<file path="src/pkg/mie_defs.svh">
// timing and configuration constants for the motion impulse evaluator
// assumes a 50 MHz core clock; times are given in milliseconds
`ifndef MIE_DEFS_SVH
`define MIE_DEFS_SVH
`define MIE_CLK_HZ              50000000
`define MIE_MS_CYCLES           (`MIE_CLK_HZ / 1000)
`define MIE_REPEAT_MS           9000
`define MIE_EXT_HOLD_MS         6000
`define MIE_STD_DELAY_MS        10000
`define MIE_DEF_IMPULSES        4
`define MIE_DEF_MONITOR_MS      10000
`define MIE_DEF_ADD_DELAY_MS    0
`define MIE_SECTORS             3
`endif

</file>
<file path="src/pkg/mie_pkg.sv">
// types shared by the motion impulse evaluator and its bench
// no assumptions beyond a SystemVerilog compiler
`default_nettype none
package mie_pkg;
   typedef enum logic [1:0] {
      MIE_APP_CEILING  = 2'h0,
      MIE_APP_PRESENCE = 2'h1,
      MIE_APP_DETECTOR = 2'h2,
      MIE_APP_LIGHTCTL = 2'h3
   } mie_app_e;

   typedef enum logic [1:0] {
      MIE_ROLE_SINGLE = 2'h0,
      MIE_ROLE_MAIN   = 2'h1,
      MIE_ROLE_EXT    = 2'h2
   } mie_role_e;

   // gray coded along idle -> monitor -> hold
   typedef enum logic [1:0] {
      MIE_ST_IDLE    = 2'h0,
      MIE_ST_MONITOR = 2'h1,
      MIE_ST_HOLD    = 2'h3
   } mie_state_e;

   typedef struct packed {
      mie_app_e  app;
      mie_role_e role;
      logic      first_unit;
      logic      begin_msg_en;
      logic      end_msg_en;
      logic [7:0] impulse_count;
      logic [31:0] monitor_cycles;
      logic [31:0] add_delay_cycles;
      logic [31:0] repeat_cycles;
   } mie_cfg_s;

   typedef struct packed {
      logic begin_msg;
      logic end_msg;
      logic ext_motion_tx;
      logic presence;
      logic out1_en;
      logic out2_en;
      logic twilight_en;
      logic teach_en;
      logic coupling_en;
      logic eval_delay_en;
      logic time_ext_en;
      logic actuator_drive;
      logic offbright_eval;
      logic twilight_deact;
      logic lightctl_disable;
   } mie_out_s;
endpackage : mie_pkg
`default_nettype wire

</file>
<file path="src/rtl/mie_evaluator.sv">
// motion impulse evaluator for one function unit of a motion sensor
// assumes all inputs synchronous to core_clk; motion inputs are one-cycle pulses
`default_nettype none
`include "mie_defs.svh"

module mie_evaluator #(
   parameter int          SECTORS         = `MIE_SECTORS,
   // hold lengths in core_clk cycles; a bench may shorten them to reach expiry
   parameter int unsigned STD_HOLD_CYCLES = `MIE_STD_DELAY_MS * `MIE_MS_CYCLES,
   parameter int unsigned EXT_HOLD_CYCLES = `MIE_EXT_HOLD_MS * `MIE_MS_CYCLES
) (
   input  wire logic                 core_clk,
   input  wire logic                 reset_n,
   input  wire logic                 clk_en,
   input  wire mie_pkg::mie_cfg_s    cfg,
   input  wire logic [SECTORS-1:0]   sector_motion,
   input  wire logic [SECTORS-1:0]   sector_assign,
   input  wire logic                 ext_motion,
   input  wire logic                 disable_req,
   input  wire logic                 light_on,
   output var mie_pkg::mie_out_s     out,
   output var mie_pkg::mie_state_e   state
);
   import mie_pkg::*;

   mie_state_e  state_reg, state_next;
   logic [31:0] mon_reg, mon_next;
   logic [31:0] hold_reg, hold_next;
   logic [31:0] rep_reg, rep_next;
   logic [7:0]  cnt_reg, cnt_next;
   logic        beg_reg, beg_next;
   logic        end_reg, end_next;
   logic        tx_reg, tx_next;

   logic        is_det, is_ext, is_lc, is_main, lc_ok, ext_ok, motion, tick_ok;
   logic        beg_gated, end_gated, tx_gated;
   logic [31:0] full_hold;
   logic [7:0]  target;
   logic [SECTORS-1:0] sector_hit;

   // application decoding, shared by the evaluator and the enables
   function automatic logic f_is_det(input mie_cfg_s c);
      f_is_det = (c.app == MIE_APP_DETECTOR);
   endfunction

   // detector forces single role, so an extension setting is ignored there
   function automatic logic f_is_ext(input mie_cfg_s c);
      f_is_ext = (c.app != MIE_APP_DETECTOR) && (c.role == MIE_ROLE_EXT);
   endfunction

   // same reasoning: a detector never acts as a main unit
   function automatic logic f_is_main(input mie_cfg_s c);
      f_is_main = (c.app != MIE_APP_DETECTOR) && (c.role == MIE_ROLE_MAIN);
   endfunction

   // coupled mode is only legal on the first unit in single or main role;
   // an illegal request falls back to plain evaluation rather than half coupling
   function automatic logic f_is_lc(input mie_cfg_s c);
      f_is_lc = (c.app == MIE_APP_LIGHTCTL) && c.first_unit
                && (c.role != MIE_ROLE_EXT);
   endfunction

   // a countdown has lapsed once it holds one or less;
   // zero counts as lapsed too, so a blank load cannot hang a state
   function automatic logic f_lapsed(input logic [31:0] v);
      f_lapsed = (v <= 32'h1);
   endfunction

   // mode flags, decoded once from the static configuration
   assign is_lc   = f_is_lc(cfg);
   assign is_det  = f_is_det(cfg);
   assign is_ext  = f_is_ext(cfg);
   assign is_main = f_is_main(cfg);
   assign ext_ok  = !is_ext;

   // one gate per sector; the or-reduction then merges them into one line
   genvar gi;
   generate
      for (gi = 0; gi < SECTORS; gi = gi + 1) begin : g_sector
         assign sector_hit[gi] = sector_motion[gi] && sector_assign[gi];
      end
   endgenerate

   // external motion only outside extension role
   assign motion = (|sector_hit) || (ext_motion && ext_ok);
   // a zero count would never trigger, so treat it as one
   assign target = (is_det && cfg.impulse_count != 8'h00) ? cfg.impulse_count : 8'h01;
   // a disable request holds the evaluator where it stands
   assign lc_ok   = !disable_req;

   // full delay: extension hold, or standard part plus additional part
   always_comb begin
      if (is_ext) begin
         full_hold = 32'(EXT_HOLD_CYCLES);
      end else begin
         // the sum wraps past 32 bits; add_delay must stay below that headroom
         full_hold = 32'(STD_HOLD_CYCLES) + cfg.add_delay_cycles;
      end
   end
   assign tick_ok = clk_en && lc_ok;

   // next-state logic of the evaluator
   always_comb begin
      state_next = state_reg;
      mon_next   = mon_reg;
      hold_next  = hold_reg;
      rep_next   = rep_reg;
      cnt_next   = cnt_reg;
      beg_next   = 1'b0;
      end_next   = 1'b0;
      tx_next    = 1'b0;
      case (state_reg)
         MIE_ST_IDLE: begin
            if (motion) begin
               if (target == 8'h01) begin
                  state_next = MIE_ST_HOLD;
                  hold_next  = full_hold;
                  beg_next   = cfg.begin_msg_en;
                  tx_next    = is_ext;
                  rep_next   = cfg.repeat_cycles;
               end else begin
                  state_next = MIE_ST_MONITOR;
                  mon_next   = cfg.monitor_cycles;
                  cnt_next   = 8'h01;
               end
            end
         end
         MIE_ST_MONITOR: begin
            if (motion && (cnt_reg + 8'h01 >= target)) begin
               state_next = MIE_ST_HOLD;
               hold_next  = full_hold;
               beg_next   = cfg.begin_msg_en;
               mon_next   = 32'h0;
               cnt_next   = 8'h00;
            end else if (f_lapsed(mon_reg)) begin
               // period lapsed short of the count: drop silently
               state_next = MIE_ST_IDLE;
               cnt_next   = 8'h00;
               mon_next   = 32'h0;
            end else begin
               mon_next = mon_reg - 32'h1;
               if (motion) begin
                  cnt_next = cnt_reg + 8'h01;
               end
            end
         end
         MIE_ST_HOLD: begin
            if (motion) begin
               hold_next = full_hold;
            end else if (f_lapsed(hold_reg)) begin
               state_next = MIE_ST_IDLE;
               hold_next  = 32'h0;
               end_next   = cfg.end_msg_en;
            end else begin
               hold_next = hold_reg - 32'h1;
            end
            // retrigger sends nothing; only the cyclic repeat does
            if (is_ext && state_next == MIE_ST_HOLD) begin
               if (f_lapsed(rep_reg)) begin
                  tx_next  = 1'b1;
                  rep_next = cfg.repeat_cycles;
               end else begin
                  rep_next = rep_reg - 32'h1;
               end
            end
         end
         default: begin
            state_next = MIE_ST_IDLE;
         end
      endcase
   end

   // telegram pulses: a frozen cycle sends nothing, and coupled or extension
   // units never send begin or end messages of their own
   always_comb begin
      beg_gated = 1'b0;
      end_gated = 1'b0;
      tx_gated  = 1'b0;
      if (tick_ok) begin
         beg_gated = beg_next && !is_lc && !is_ext;
         end_gated = end_next && !is_lc && !is_ext;
         tx_gated  = tx_next;
      end
   end

   // evaluator registers; a disable request or a low enable freezes them
   always_ff @(posedge core_clk) begin
      if (!reset_n) begin
         state_reg <= MIE_ST_IDLE;
         mon_reg   <= 32'h0;
         hold_reg  <= 32'h0;
         rep_reg   <= 32'h0;
         cnt_reg   <= 8'h00;
      end else if (tick_ok) begin
         state_reg <= state_next;
         mon_reg   <= mon_next;
         hold_reg  <= hold_next;
         rep_reg   <= rep_next;
         cnt_reg   <= cnt_next;
      end
   end

   // pulse registers; with clk_en low they hold like all other state,
   // so a pulse may stand longer while the unit is gated
   always_ff @(posedge core_clk) begin
      if (!reset_n) begin
         beg_reg <= 1'b0;
         end_reg <= 1'b0;
         tx_reg  <= 1'b0;
      end else if (clk_en) begin
         beg_reg <= beg_gated;
         end_reg <= end_gated;
         tx_reg  <= tx_gated;
      end
   end

   // mode-dependent enables
   always_comb begin
      out.begin_msg      = beg_reg;
      out.end_msg        = end_reg;
      out.ext_motion_tx  = tx_reg;
      out.presence       = is_lc && (state_reg == MIE_ST_HOLD);
      out.out1_en        = !is_lc && !is_ext;
      out.out2_en        = !is_lc && !is_ext && !is_det;
      out.twilight_en    = !is_det && !is_lc && !(is_ext && light_on);
      out.teach_en       = !is_det;
      out.coupling_en    = !is_det;
      out.eval_delay_en  = !is_det;
      out.time_ext_en    = !is_det;
      out.actuator_drive = !is_ext && !is_lc;
      out.offbright_eval = !is_ext && !is_det;
      out.twilight_deact = is_main && light_on;
      out.lightctl_disable = is_lc && disable_req;
   end
   assign state = state_reg;
endmodule // mie_evaluator
`default_nettype wire

</file>
<file path="config.mk">
export PLATFORM = sky130hd
export DESIGN_NAME = mie_evaluator
export DESIGN_NICKNAME = d
export VERILOG_FILES = /design/src/pkg/mie_pkg.sv /design/src/rtl/mie_evaluator.sv
export VERILOG_INCLUDE_DIRS = /design/src /design/src/pkg
export SDC_FILE = /design/constraint.sdc
export NUM_CORES = 1
export LEC_CHECK = 0
export BUFFER_PORTS_ARGS = -buffer_cell sky130_fd_sc_hd__buf_4
export CAP_MARGIN = 20
export CORE_MARGIN = 8
export CORE_UTILIZATION = 55
export DETAILED_ROUTE_END_ITERATION = 10
export PLACE_DENSITY = 0.79
export SLEW_MARGIN = 20
export SYNTH_ARGS = -nofsm -noshare
export SYNTH_HDL_FRONTEND = slang
export SYNTH_SLANG_ARGS = --single-unit
</file>
<file path="constraint.sdc">
create_clock -name core_clk -period 6.1 [get_ports core_clk]
set_clock_uncertainty 0.05 [all_clocks]
set_input_delay 0.61 -clock core_clk [delete_from_list [all_inputs] [get_ports core_clk]]
set_output_delay 0.61 -clock core_clk [all_outputs]
set_load 0.005 [all_outputs]
</file>
---- Word level (Yosys, flattened, before mapping) ----
Index checks and enable logic that the tools add are counted.
storage, ports and cells
  register bits after elaboration ......... 109
  latch bits .............................. 0
  bits in writable memories ............... 0
  memory bits (read-only) ................. 0
  output and inout port bits .............. 17
  word-level logic and storage cells ...... 123
  memories kept ........................... 0
operators by class
  $add $sub $neg .......................... 5
  multiply operators ...................... 0
  divide/modulo/power cells ............... 0
  $lt $le $gt $ge ......................... 4
  equality and inequality tests ........... 17
  shift-type cells ........................ 0
  multiplexer cells ....................... 47
  bitwise gates (word level) .............. 0
  reductions and logical operators ........ 42
operators by type and width
  cell                    count
  $mux 32                 14
  $pmux 32 s2             2
  $le 32x1->1 const B     3
  $pmux 32 s3             1
  $sub 32x1->32 const B   3
  $mux 8                  6
  $add 29x32->32 const A  1
  $logic_and 1x1->1       25
  $pmux 8 s2              1
  $reduce_and 5->1        3
  $mux 2                  7
  $ne 2x2->1 const B      7
  $mux 1                  13
  $eq 2x2->1 const B      5
  $add 8x1->8 const B     1
  $eq 8x1->1 const B      1
  $ge 8x8->1              1
  $reduce_bool 8->1       1
  $pmux 2 s3              1
  $logic_not 1->1         5
  $eq 2x1->1 const B      2
  $ne 4x4->1 const B      1
  $pmux 1 s2              2
  $reduce_and 4->1        1
  other kinds (7)         8

---- Logic depth before layout (Yosys ltp) ----
Gate-level depths: netlist of run 1.
  depth after elaboration ................. 12
  gate-level depth with buffers ........... 14
  depth with buffers taken out ............ 12

---- Worst setup path before layout of run 1 ----
Ideal clock, no wire load.
  path type ............................... in2reg
  start point ............................. input cfg[109] (netlist name)
  end point ............................... register mon_reg[30]
  setup time .............................. 0.074 ns
  data arrival time ....................... 3.374 ns
  setup slack ............................. 2.602 ns
  stages on the path ...................... 12
  path through ............................ and2b_1 -> inv_2 -> a21oi_1 -> nand2b_1 -> ha_1 -> nand2b_1 -> a2111o_1 -> a211oi_2 -> nor2_1 -> or3_1 -> or4_1 -> a31oi_1
between the ends
  cells in the longest elaborated chain, start to end .. 8
ends and longest elaborated chain
  element                                             RTL line              text
  start, declared                                     mie_evaluator.sv:15   input wire mie_pkg::mie_cfg_s cfg,
  branches (longest 8 deep; another with $ge 8x8->1)  n/a
  end signal, assigned                                mie_evaluator.sv:196  mon_reg <= mon_next;
  end, declared                                       mie_evaluator.sv:27   logic [31:0] mon_reg, mon_next;
Parallel ways; which one is timed is not known.
A chain may end at the register's enable or synchronous reset.

---- Worst setup path in the final report of run 1 ----
  start point ............................. input cfg[109] (netlist name)
  end point ............................... register hold_reg[27]
between the ends
  cells in the longest elaborated chain, start to end .. 8
ends and longest elaborated chain
  element                                             RTL line              text
  branches (longest 8 deep; another with $ge 8x8->1)  n/a
  end signal, assigned                                mie_evaluator.sv:197  hold_reg <= hold_next;
  end, declared                                       mie_evaluator.sv:28   logic [31:0] hold_reg, hold_next;
Parallel ways; which one is timed is not known. The select of a mux whose other input is x is not followed.

==> results of run 1 <==
-- cell families (layout without fill, tap and decap cells) --
| logic type | after synthesis | after routing | share of synthesized area |
|---|---|---|---|
| simple gates | 429 | 429 | 0.275 |
| buf+inv | 97 | 189 | 0.0649 |
| fa+ha+maj | 20 | 20 | 0.0317 |
| compound gates | 374 | 374 | 0.313 |
| flops | 109 | 109 | 0.277 |
| xor+xnor | 34 | 34 | 0.0377 |
| mux | 1 | 1 | 0.00127 |
-- stage by stage --
step                      total power, mW  hold slack [ns]
after floorplan                      1.27            0.389
after global placement               1.46            0.404
after detailed placement             1.46            0.413
after CTS                            2.02            0.422
after global routing                 2.15            0.444
final                                2.03            0.420
-- cells in the final DEF, fill, tap and decap left out, drive strengths merged, types with 20 or more instances in the layout --
master,netlist,final
a21oi,108,108
a31oi,25,25
buf,27,147
dfxtp,109,109
ha,20,20
inv,26,27
nand2,83,83
nand3,30,30
nor2,124,124
nor3,62,62
nor4,29,29
o21ai,93,93
or4,20,20
-- power breakdown --
part           total [mW]  switching (mW)  internal (mW)
Combinational       0.672           0.416          0.256
Sequential          0.792          0.0428          0.749
Clock               0.570           0.289          0.281
Total                2.03           0.748           1.29
-- area by class of cell --
class                      count  area, um^2  share of cell area
clock buffer                  10         229              0.0252
clock inverter                 6        47.5             0.00523
inverter                      26        97.6              0.0107
multi-input combinational    858        5200               0.573
sequential                   109        2180               0.240
tap                          180         225              0.0248
timing repair buffer         147        1100               0.121
-- worst paths after layout --
path,from,endpoint,slack (ns),depth (start not counted)
hold reg to reg,end_reg$_SDFFE_PN0P_,end_reg$_SDFFE_PN0P_,0.42,2
hold / removal,end_reg$_SDFFE_PN0P_,end_reg$_SDFFE_PN0P_,0.42,2
setup reg to reg,cnt_reg[0]$_SDFFE_PN0P_,hold_reg[27]$_SDFFE_PN0P_,2.28,12
setup / recovery,cfg[109],hold_reg[27]$_SDFFE_PN0P_,2.13,13
-- routing by layer --
metal	track usage	part of all wire	vias to the layer above
met5	0	0	-
met4	0.0857	0.023	0
met3	0.0560	0.075	50
met2	0.400	0.47	324
met1	0.320	0.43	3929
li1	-	-	4167
-- worst register-to-register path, delay by kind of cell, from the launching register on --
family	cells	cell delay, ns
and+or+nand+nor	5	1.40
AOI/OAI and AO/OA	4	1.13
adders and majority gates	2	0.48
xor gates and xnor gates	1	0.25
DFF	1	0.45
==> impl_metrics.xml, run 1 <==
<?xml version="1.0" encoding="UTF-8"?>
<metrics>
  <group name="job">
    <metric name="timing.max_cap.violations" unit="">0</metric>
  </group>
  <group name="route">
    <metric name="routed_vias_inst" unit="">6.34</metric>
    <metric name="initialDrtViolationCount" unit="">703</metric>
    <metric name="drt-total-wl" unit="mm">23.4</metric>
    <metric name="via_count" unit="">8470</metric>
    <metric name="wire_per_inst" unit="um">17.5</metric>
    <metric name="drt_pre_antenna_iters" unit="">5</metric>
    <metric name="detail-route-antenna-nets" unit="">0</metric>
    <metric name="drc" unit="">0</metric>
  </group>
  <group name="critical_path">
    <metric name="cp_slowest_cell" unit="">sky130_fd_sc_hd__a211o_1</metric>
    <metric name="critical-path-max-stage-delay" unit="ns">0.85</metric>
    <metric name="critPathBufInv" unit="">2</metric>
    <metric name="timing.critical_path.required" unit="ns">6.34</metric>
    <metric name="critical_path.endpoint_type" unit="">flip-flop</metric>
    <metric name="critical_path_arrival" unit="ns">4.21</metric>
    <metric name="critical-path-top-cell-by-count" unit="">sky130_fd_sc_hd__nand2b_1</metric>
    <metric name="crit_fanout" unit="">37</metric>
    <metric name="worst-setup-path-type" unit="">in -&gt; reg</metric>
    <metric name="crit_path_start_kind" unit="">input pin</metric>
    <metric name="worst_path_dominant_cell_family" unit="">compound AO/OA/AOI/OAI gates</metric>
    <metric name="path_cells" unit="">buf_4 &gt; and2b_1 &gt; inv_2 &gt; a21oi_1 &gt; nand2b_1 &gt; ha_1 &gt; nand2b_1 &gt; a2111o_1 &gt; a211oi_2 &gt; or2_1 &gt; a211o_1 &gt; o21ai_0 &gt; a31oi_1</metric>
  </group>
  <group name="synth">
    <metric name="synth.cells.most_frequent" unit="">sky130_fd_sc_hd__nor2_1 (122), sky130_fd_sc_hd__dfxtp_1 (109), sky130_fd_sc_hd__a21oi_1 (105)</metric>
    <metric name="synth_most_common_cell" unit="">sky130_fd_sc_hd__nor2_1</metric>
    <metric name="async_reset_ff_frac" unit="">0</metric>
    <metric name="synth_area_leaders" unit="">sky130_fd_sc_hd__dfxtp_1 (28%), sky130_fd_sc_hd__a21oi_1 (6.7%), sky130_fd_sc_hd__nor2_1 (5.8%)</metric>
    <metric name="number_of_enable_flip_flop_cells_after_synthesis" unit="">0</metric>
    <metric name="synth_top_flop_cell" unit="">sky130_fd_sc_hd__dfxtp_1</metric>
    <metric name="synth_nets" unit="">1207</metric>
    <metric name="syn_inst" unit="">1064</metric>
    <metric name="yosysUniqueCellTypes" unit="">84</metric>
    <metric name="yosysTopAreaCell" unit="">sky130_fd_sc_hd__dfxtp_1</metric>
    <metric name="synthesis.area_per_instance" unit="um^2">7.41</metric>
    <metric name="synth.ff_latch_count" unit="">109</metric>
    <metric name="synth-seq-area-share" unit="">0.277</metric>
    <metric name="post_synth_instance_area" unit="mm^2">0.00789</metric>
    <metric name="synth_top_area_frac" unit="">0.277</metric>
    <metric name="yosys_warnings" unit="">0</metric>
  </group>
  <group name="power">
    <metric name="power_per_cell_area" unit="mW/mm^2">224</metric>
    <metric name="ir_drop" unit="mV">0.160</metric>
    <metric name="leakagePower" unit="nW">3.59</metric>
  </group>
  <group name="clock_network">
    <metric name="tritoncts_clock_tree" unit="">built</metric>
    <metric name="cts_resized" unit="">0</metric>
    <metric name="holdBufCountCts" unit="">0</metric>
    <metric name="cts_root_buf" unit="">sky130_fd_sc_hd__clkbuf_16</metric>
    <metric name="cts.htree.levels" unit="">3</metric>
    <metric name="clock_latency" unit="ns">0.36</metric>
    <metric name="post_cts_buffers" unit="">0</metric>
    <metric name="ctsLongestPathBuffers" unit="">2</metric>
    <metric name="cts_inserted_buffers" unit="">9</metric>
    <metric name="cts_num_sinks" unit="">109</metric>
    <metric name="worst_setup_hold_path_clk_slew" unit="ns">0.07</metric>
  </group>
  <group name="placed_design">
    <metric name="post-place-cells" unit="">1319</metric>
    <metric name="placement.setup.worst_slack" unit="ns">1.78</metric>
    <metric name="dp_hpwl" unit="mm">16.6</metric>
    <metric name="dpl_cell_area" unit="mm^2">0.00880</metric>
    <metric name="globalplace.congestion" unit="">0.873</metric>
    <metric name="port-buffer-count" unit="">139</metric>
  </group>
  <group name="global_routing">
    <metric name="global_route.usage.total" unit="">0.249</metric>
    <metric name="grt_max_degree" unit="">60</metric>
    <metric name="globalRouteOverflowTotal" unit="">0</metric>
    <metric name="first_global_vias" unit="">7885</metric>
    <metric name="global_route_wire_length_before_repair" unit="mm">38.4</metric>
    <metric name="antenna_found_initial" unit="">0</metric>
  </group>
  <group name="worst_hold_path">
    <metric name="hold_path_class" unit="">reg -&gt; reg</metric>
  </group>
  <group name="timing">
    <metric name="period_minus_slack" unit="ns">3.97</metric>
    <metric name="final-max-slew-violation-count" unit="">0</metric>
    <metric name="final.setup.worst_slack" unit="ns">2.13</metric>
    <metric name="rsz_0062_raised_after_global_routing" unit="">no</metric>
    <metric name="worst_pin_slew" unit="ns">1.08</metric>
    <metric name="setup_viols_final" unit="">0</metric>
    <metric name="slew_headroom" unit="">0.282</metric>
    <metric name="setup_total_negative_slack" unit="ns">0</metric>
    <metric name="max_freq" unit="MHz">252</metric>
    <metric name="total_count_of_hold_check_failures_in_the_final_report" unit="">0</metric>
    <metric name="finalCritPeriodShare" unit="">0.650</metric>
  </group>
  <group name="floorplanning">
    <metric name="coreArea" unit="mm^2">0.0139</metric>
    <metric name="die_height" unit="um">136</metric>
    <metric name="die_area" unit="mm^2">0.0184</metric>
    <metric name="io-pin-count" unit="">140</metric>
    <metric name="die_w" unit="um">136</metric>
    <metric name="start_util" unit="">0.566</metric>
    <metric name="core.rowCount" unit="">43</metric>
  </group>
  <group name="final_layout">
    <metric name="finalInstanceArea" unit="mm^2">0.00909</metric>
    <metric name="area.growth.synth_to_final" unit="%">15.2</metric>
    <metric name="util_after_layout" unit="">0.652</metric>
    <metric name="instances_no_fill" unit="">1336</metric>
    <metric name="fin_nets" unit="">1294</metric>
    <metric name="final_layout_size_suffix_gt1_frac" unit="">0.175</metric>
    <metric name="layout.filler_cells" unit="">1234</metric>
    <metric name="diodes" unit="">0</metric>
  </group>
  <group name="status">
    <metric name="status" unit="">complete, no violations</metric>
  </group>
</metrics>
No activity file was read; power rests on OpenSTA's default activity.
==> run 2: changes to the inputs <==
- ABC_AREA: not set -> 1
- CORE_UTILIZATION: 55 -> 53
- PLACE_DENSITY: 0.79 -> 0.78
- clock period: 6.1 -> 3.6 ns (I/O delays scaled with it)
==> run 2 against run 1 <==
Compared with the run above:
- flip-flop and latch count is the same
- highest routed layer unchanged
- wire length grew 20%
- synthesized cell count grew 52%
- critical endpoint is now mon_reg[10]$_SDFFE_PN0P_
- synthesized area grew 17%
==> impl_metrics.xml, run 2 <==
<?xml version="1.0" encoding="UTF-8"?>
<metrics>
  <group name="timing">
    <metric name="setup_viols_final" unit="">0</metric>
    <metric name="slew_headroom" unit="">0.353</metric>
    <metric name="setup_total_negative_slack" unit="ns">0</metric>
    <metric name="final-max-slew-violation-count" unit="">0</metric>
    <metric name="finalCritPeriodShare" unit="">0.859</metric>
    <metric name="period_minus_slack" unit="ns">3.09</metric>
    <metric name="final.setup.worst_slack" unit="ns">0.509</metric>
    <metric name="worst_pin_slew" unit="ns">0.964</metric>
    <metric name="rsz_0062_raised_after_global_routing" unit="">no</metric>
    <metric name="max_freq" unit="MHz">323</metric>
    <metric name="total_count_of_hold_check_failures_in_the_final_report" unit="">0</metric>
  </group>
  <group name="clock_network">
    <metric name="worst_setup_hold_path_clk_slew" unit="ns">0.08</metric>
    <metric name="clock_latency" unit="ns">0.36</metric>
    <metric name="cts_root_buf" unit="">sky130_fd_sc_hd__clkbuf_16</metric>
    <metric name="cts.htree.levels" unit="">3</metric>
    <metric name="ctsLongestPathBuffers" unit="">2</metric>
    <metric name="holdBufCountCts" unit="">0</metric>
    <metric name="cts_resized" unit="">0</metric>
    <metric name="tritoncts_clock_tree" unit="">built</metric>
    <metric name="cts_num_sinks" unit="">109</metric>
    <metric name="post_cts_buffers" unit="">0</metric>
    <metric name="cts_inserted_buffers" unit="">9</metric>
  </group>
  <group name="synth">
    <metric name="yosysUniqueCellTypes" unit="">39</metric>
    <metric name="synth-seq-area-share" unit="">0.236</metric>
    <metric name="synth_nets" unit="">1758</metric>
    <metric name="synth_most_common_cell" unit="">sky130_fd_sc_hd__nand2_1</metric>
    <metric name="synth_top_area_frac" unit="">0.236</metric>
    <metric name="synthesis.area_per_instance" unit="um^2">5.73</metric>
    <metric name="syn_inst" unit="">1615</metric>
    <metric name="synth_top_flop_cell" unit="">sky130_fd_sc_hd__dfxtp_1</metric>
    <metric name="yosys_warnings" unit="">0</metric>
    <metric name="post_synth_instance_area" unit="mm^2">0.00925</metric>
    <metric name="number_of_enable_flip_flop_cells_after_synthesis" unit="">0</metric>
    <metric name="synth.cells.most_frequent" unit="">sky130_fd_sc_hd__nand2_1 (442), sky130_fd_sc_hd__nor2_1 (317), sky130_fd_sc_hd__inv_1 (153)</metric>
    <metric name="synth.ff_latch_count" unit="">109</metric>
    <metric name="synth_area_leaders" unit="">sky130_fd_sc_hd__dfxtp_1 (24%), sky130_fd_sc_hd__nand2_1 (18%), sky130_fd_sc_hd__nor2_1 (13%)</metric>
    <metric name="yosysTopAreaCell" unit="">sky130_fd_sc_hd__dfxtp_1</metric>
    <metric name="async_reset_ff_frac" unit="">0</metric>
  </group>
  <group name="global_routing">
    <metric name="global_route_wire_length_before_repair" unit="mm">45.5</metric>
    <metric name="grt_max_degree" unit="">79</metric>
    <metric name="globalRouteOverflowTotal" unit="">0</metric>
    <metric name="first_global_vias" unit="">9424</metric>
    <metric name="antenna_found_initial" unit="">0</metric>
    <metric name="global_route.usage.total" unit="">0.250</metric>
  </group>
  <group name="power">
    <metric name="leakagePower" unit="nW">5.53</metric>
    <metric name="power_per_cell_area" unit="mW/mm^2">406</metric>
    <metric name="ir_drop" unit="mV">0.283</metric>
  </group>
  <group name="status">
    <metric name="status" unit="">complete, no violations</metric>
  </group>
  <group name="placed_design">
    <metric name="post-place-cells" unit="">1931</metric>
    <metric name="placement.setup.worst_slack" unit="ns">0.350</metric>
    <metric name="dp_hpwl" unit="mm">21.7</metric>
    <metric name="globalplace.congestion" unit="">0.967</metric>
    <metric name="port-buffer-count" unit="">139</metric>
  </group>
  <group name="critical_path">
    <metric name="worst_path_dominant_cell_family" unit="">simple AND/OR/NAND/NOR gates</metric>
    <metric name="path_cells" unit="">inv_1 &gt; nor3_1 &gt; nand3_1 &gt; nor2_1 &gt; nand2_1 &gt; xor2_1 &gt; inv_1 &gt; ha_1 &gt; a21o_1 &gt; nor2_1 &gt; nand3_1 &gt; nand2_1 &gt; nand3_2 &gt; buf_4 &gt; or2_0 &gt; a21oi_1</metric>
    <metric name="critPathBufInv" unit="">3</metric>
    <metric name="timing.critical_path.required" unit="ns">3.83</metric>
    <metric name="reg2reg_setup_slack" unit="ns">0.51</metric>
    <metric name="cp_slowest_cell" unit="">sky130_fd_sc_hd__dfxtp_1</metric>
    <metric name="critical_path_arrival" unit="ns">3.32</metric>
    <metric name="critical-path-max-stage-delay" unit="ns">0.39</metric>
    <metric name="worst-setup-path-type" unit="">reg -&gt; reg</metric>
    <metric name="critical_path.endpoint_type" unit="">flip-flop</metric>
    <metric name="crit_path_start_kind" unit="">flip-flop</metric>
    <metric name="crit_fanout" unit="">16</metric>
  </group>
  <group name="floorplanning">
    <metric name="die_height" unit="um">148</metric>
    <metric name="die_w" unit="um">148</metric>
    <metric name="io-pin-count" unit="">140</metric>
    <metric name="core.rowCount" unit="">48</metric>
    <metric name="coreArea" unit="mm^2">0.0172</metric>
    <metric name="die_area" unit="mm^2">0.0219</metric>
    <metric name="start_util" unit="">0.538</metric>
  </group>
  <group name="route">
    <metric name="via_count" unit="">10209</metric>
    <metric name="detail-route-antenna-nets" unit="">0</metric>
    <metric name="drt-total-wl" unit="mm">28.0</metric>
    <metric name="routed_vias_inst" unit="">5.24</metric>
    <metric name="drc" unit="">0</metric>
    <metric name="wl_met2" unit="mm">13.6</metric>
    <metric name="drt_pre_antenna_iters" unit="">5</metric>
    <metric name="wire_per_inst" unit="um">14.4</metric>
    <metric name="dr.max_layer_used" unit="">met4</metric>
    <metric name="initialDrtViolationCount" unit="">680</metric>
    <metric name="met3WireLength" unit="mm">1.45</metric>
    <metric name="drt-met1-wl" unit="mm">12.3</metric>
  </group>
  <group name="final_layout">
    <metric name="layout.filler_cells" unit="">1800</metric>
    <metric name="instances_no_fill" unit="">1947</metric>
    <metric name="mostFrequentLayoutCell" unit="">sky130_fd_sc_hd__nand2_1</metric>
    <metric name="area.growth.synth_to_final" unit="%">14.9</metric>
    <metric name="diodes" unit="">0</metric>
    <metric name="mostFrequentLayoutCells" unit="">sky130_fd_sc_hd__nand2_1 (442), sky130_fd_sc_hd__nor2_1 (317), sky130_fd_sc_hd__inv_1 (152), sky130_fd_sc_hd__buf_4 (150), sky130_fd_sc_hd__a21oi_1 (118)</metric>
    <metric name="fin_nets" unit="">1860</metric>
    <metric name="final_layout_size_suffix_gt1_frac" unit="">0.120</metric>
  </group>
  <group name="worst_hold_path">
    <metric name="hold_path_class" unit="">in -&gt; reg</metric>
  </group>
  <group name="job">
    <metric name="timing.max_cap.violations" unit="">0</metric>
  </group>
</metrics>
## run 2: per-layer routing
metal,track usage,up-vias
met5,0,-
met4,0.0780,0
met3,0.0368,39
met2,0.440,281
met1,0.308,4569
li1,-,5320
## run 2: cells by family after synthesis
family | share of synthesized area
AOI/OAI and AO/OA | 0.132
xor gates and xnor gates | 0.0710
adders and majority gates | 0.0271
buffers and inverters | 0.103
DFF | 0.236
and+or+nand+nor | 0.431
## run 2: area by class of cell
class	instances	area, um^2	share of cell area
Multi-Input combinational cell	1288	6120	0.576
Clock buffer	10	239	0.0225
Sequential cell	109	2180	0.205
Timing Repair Buffer	150	1130	0.106
Clock inverter	6	75.1	0.00707
Inverter	159	597	0.0562
Tap cell	225	282	0.0265
## run 2: power by group
group / switching, mW / total [mW] / internal (mW)
registers: 0.108 / 1.41 / 1.30
clock network: 0.501 / 1.07 / 0.574
logic: 1.16 / 1.83 / 0.665
## run 2: final timing paths
kind | from | end | depth (start not counted)
setup / recovery | cnt_reg[0]$_SDFFE_PN0P_ | mon_reg[10]$_SDFFE_PN0P_ | 16
hold reg to reg | end_reg$_SDFFE_PN0P_ | end_reg$_SDFFE_PN0P_ | 2
setup reg to reg | cnt_reg[0]$_SDFFE_PN0P_ | mon_reg[10]$_SDFFE_PN0P_ | 16
hold / removal | cfg[14] | rep_reg[14]$_SDFFE_PN0P_ | 3
## run 2: per-stage QoR
stage | cell area [um^2] | util | hold WS [ns] | total power, mW
floorplan | 9250 | - | 0.390 | 2.75
global placement | 10300 | 0.600 | 0.401 | 3.21
detailed placement | 10300 | 0.600 | 0.417 | 3.23
CTS | 10600 | 0.618 | 0.213 | 4.31
global route | 10600 | 0.619 | 0.228 | 4.63
finish | 10600 | 0.619 | 0.224 | 4.31
## run 2: worst register-to-register path: stages, from the launching register on
cell,delay (ns)
sky130_fd_sc_hd__dfxtp_1,0.39
sky130_fd_sc_hd__inv_1,0.07
sky130_fd_sc_hd__nor3_1,0.27
sky130_fd_sc_hd__nand3_1,0.16
sky130_fd_sc_hd__nor2_1,0.12
sky130_fd_sc_hd__nand2_1,0.07
sky130_fd_sc_hd__xor2_1,0.12
sky130_fd_sc_hd__inv_1,0.07
sky130_fd_sc_hd__ha_1,0.30
sky130_fd_sc_hd__a21o_1,0.19
sky130_fd_sc_hd__nor2_1,0.10
sky130_fd_sc_hd__nand3_1,0.12
sky130_fd_sc_hd__nand2_1,0.15
sky130_fd_sc_hd__nand3_2,0.20
sky130_fd_sc_hd__buf_4,0.27
sky130_fd_sc_hd__or2_0,0.22
sky130_fd_sc_hd__a21oi_1,0.16
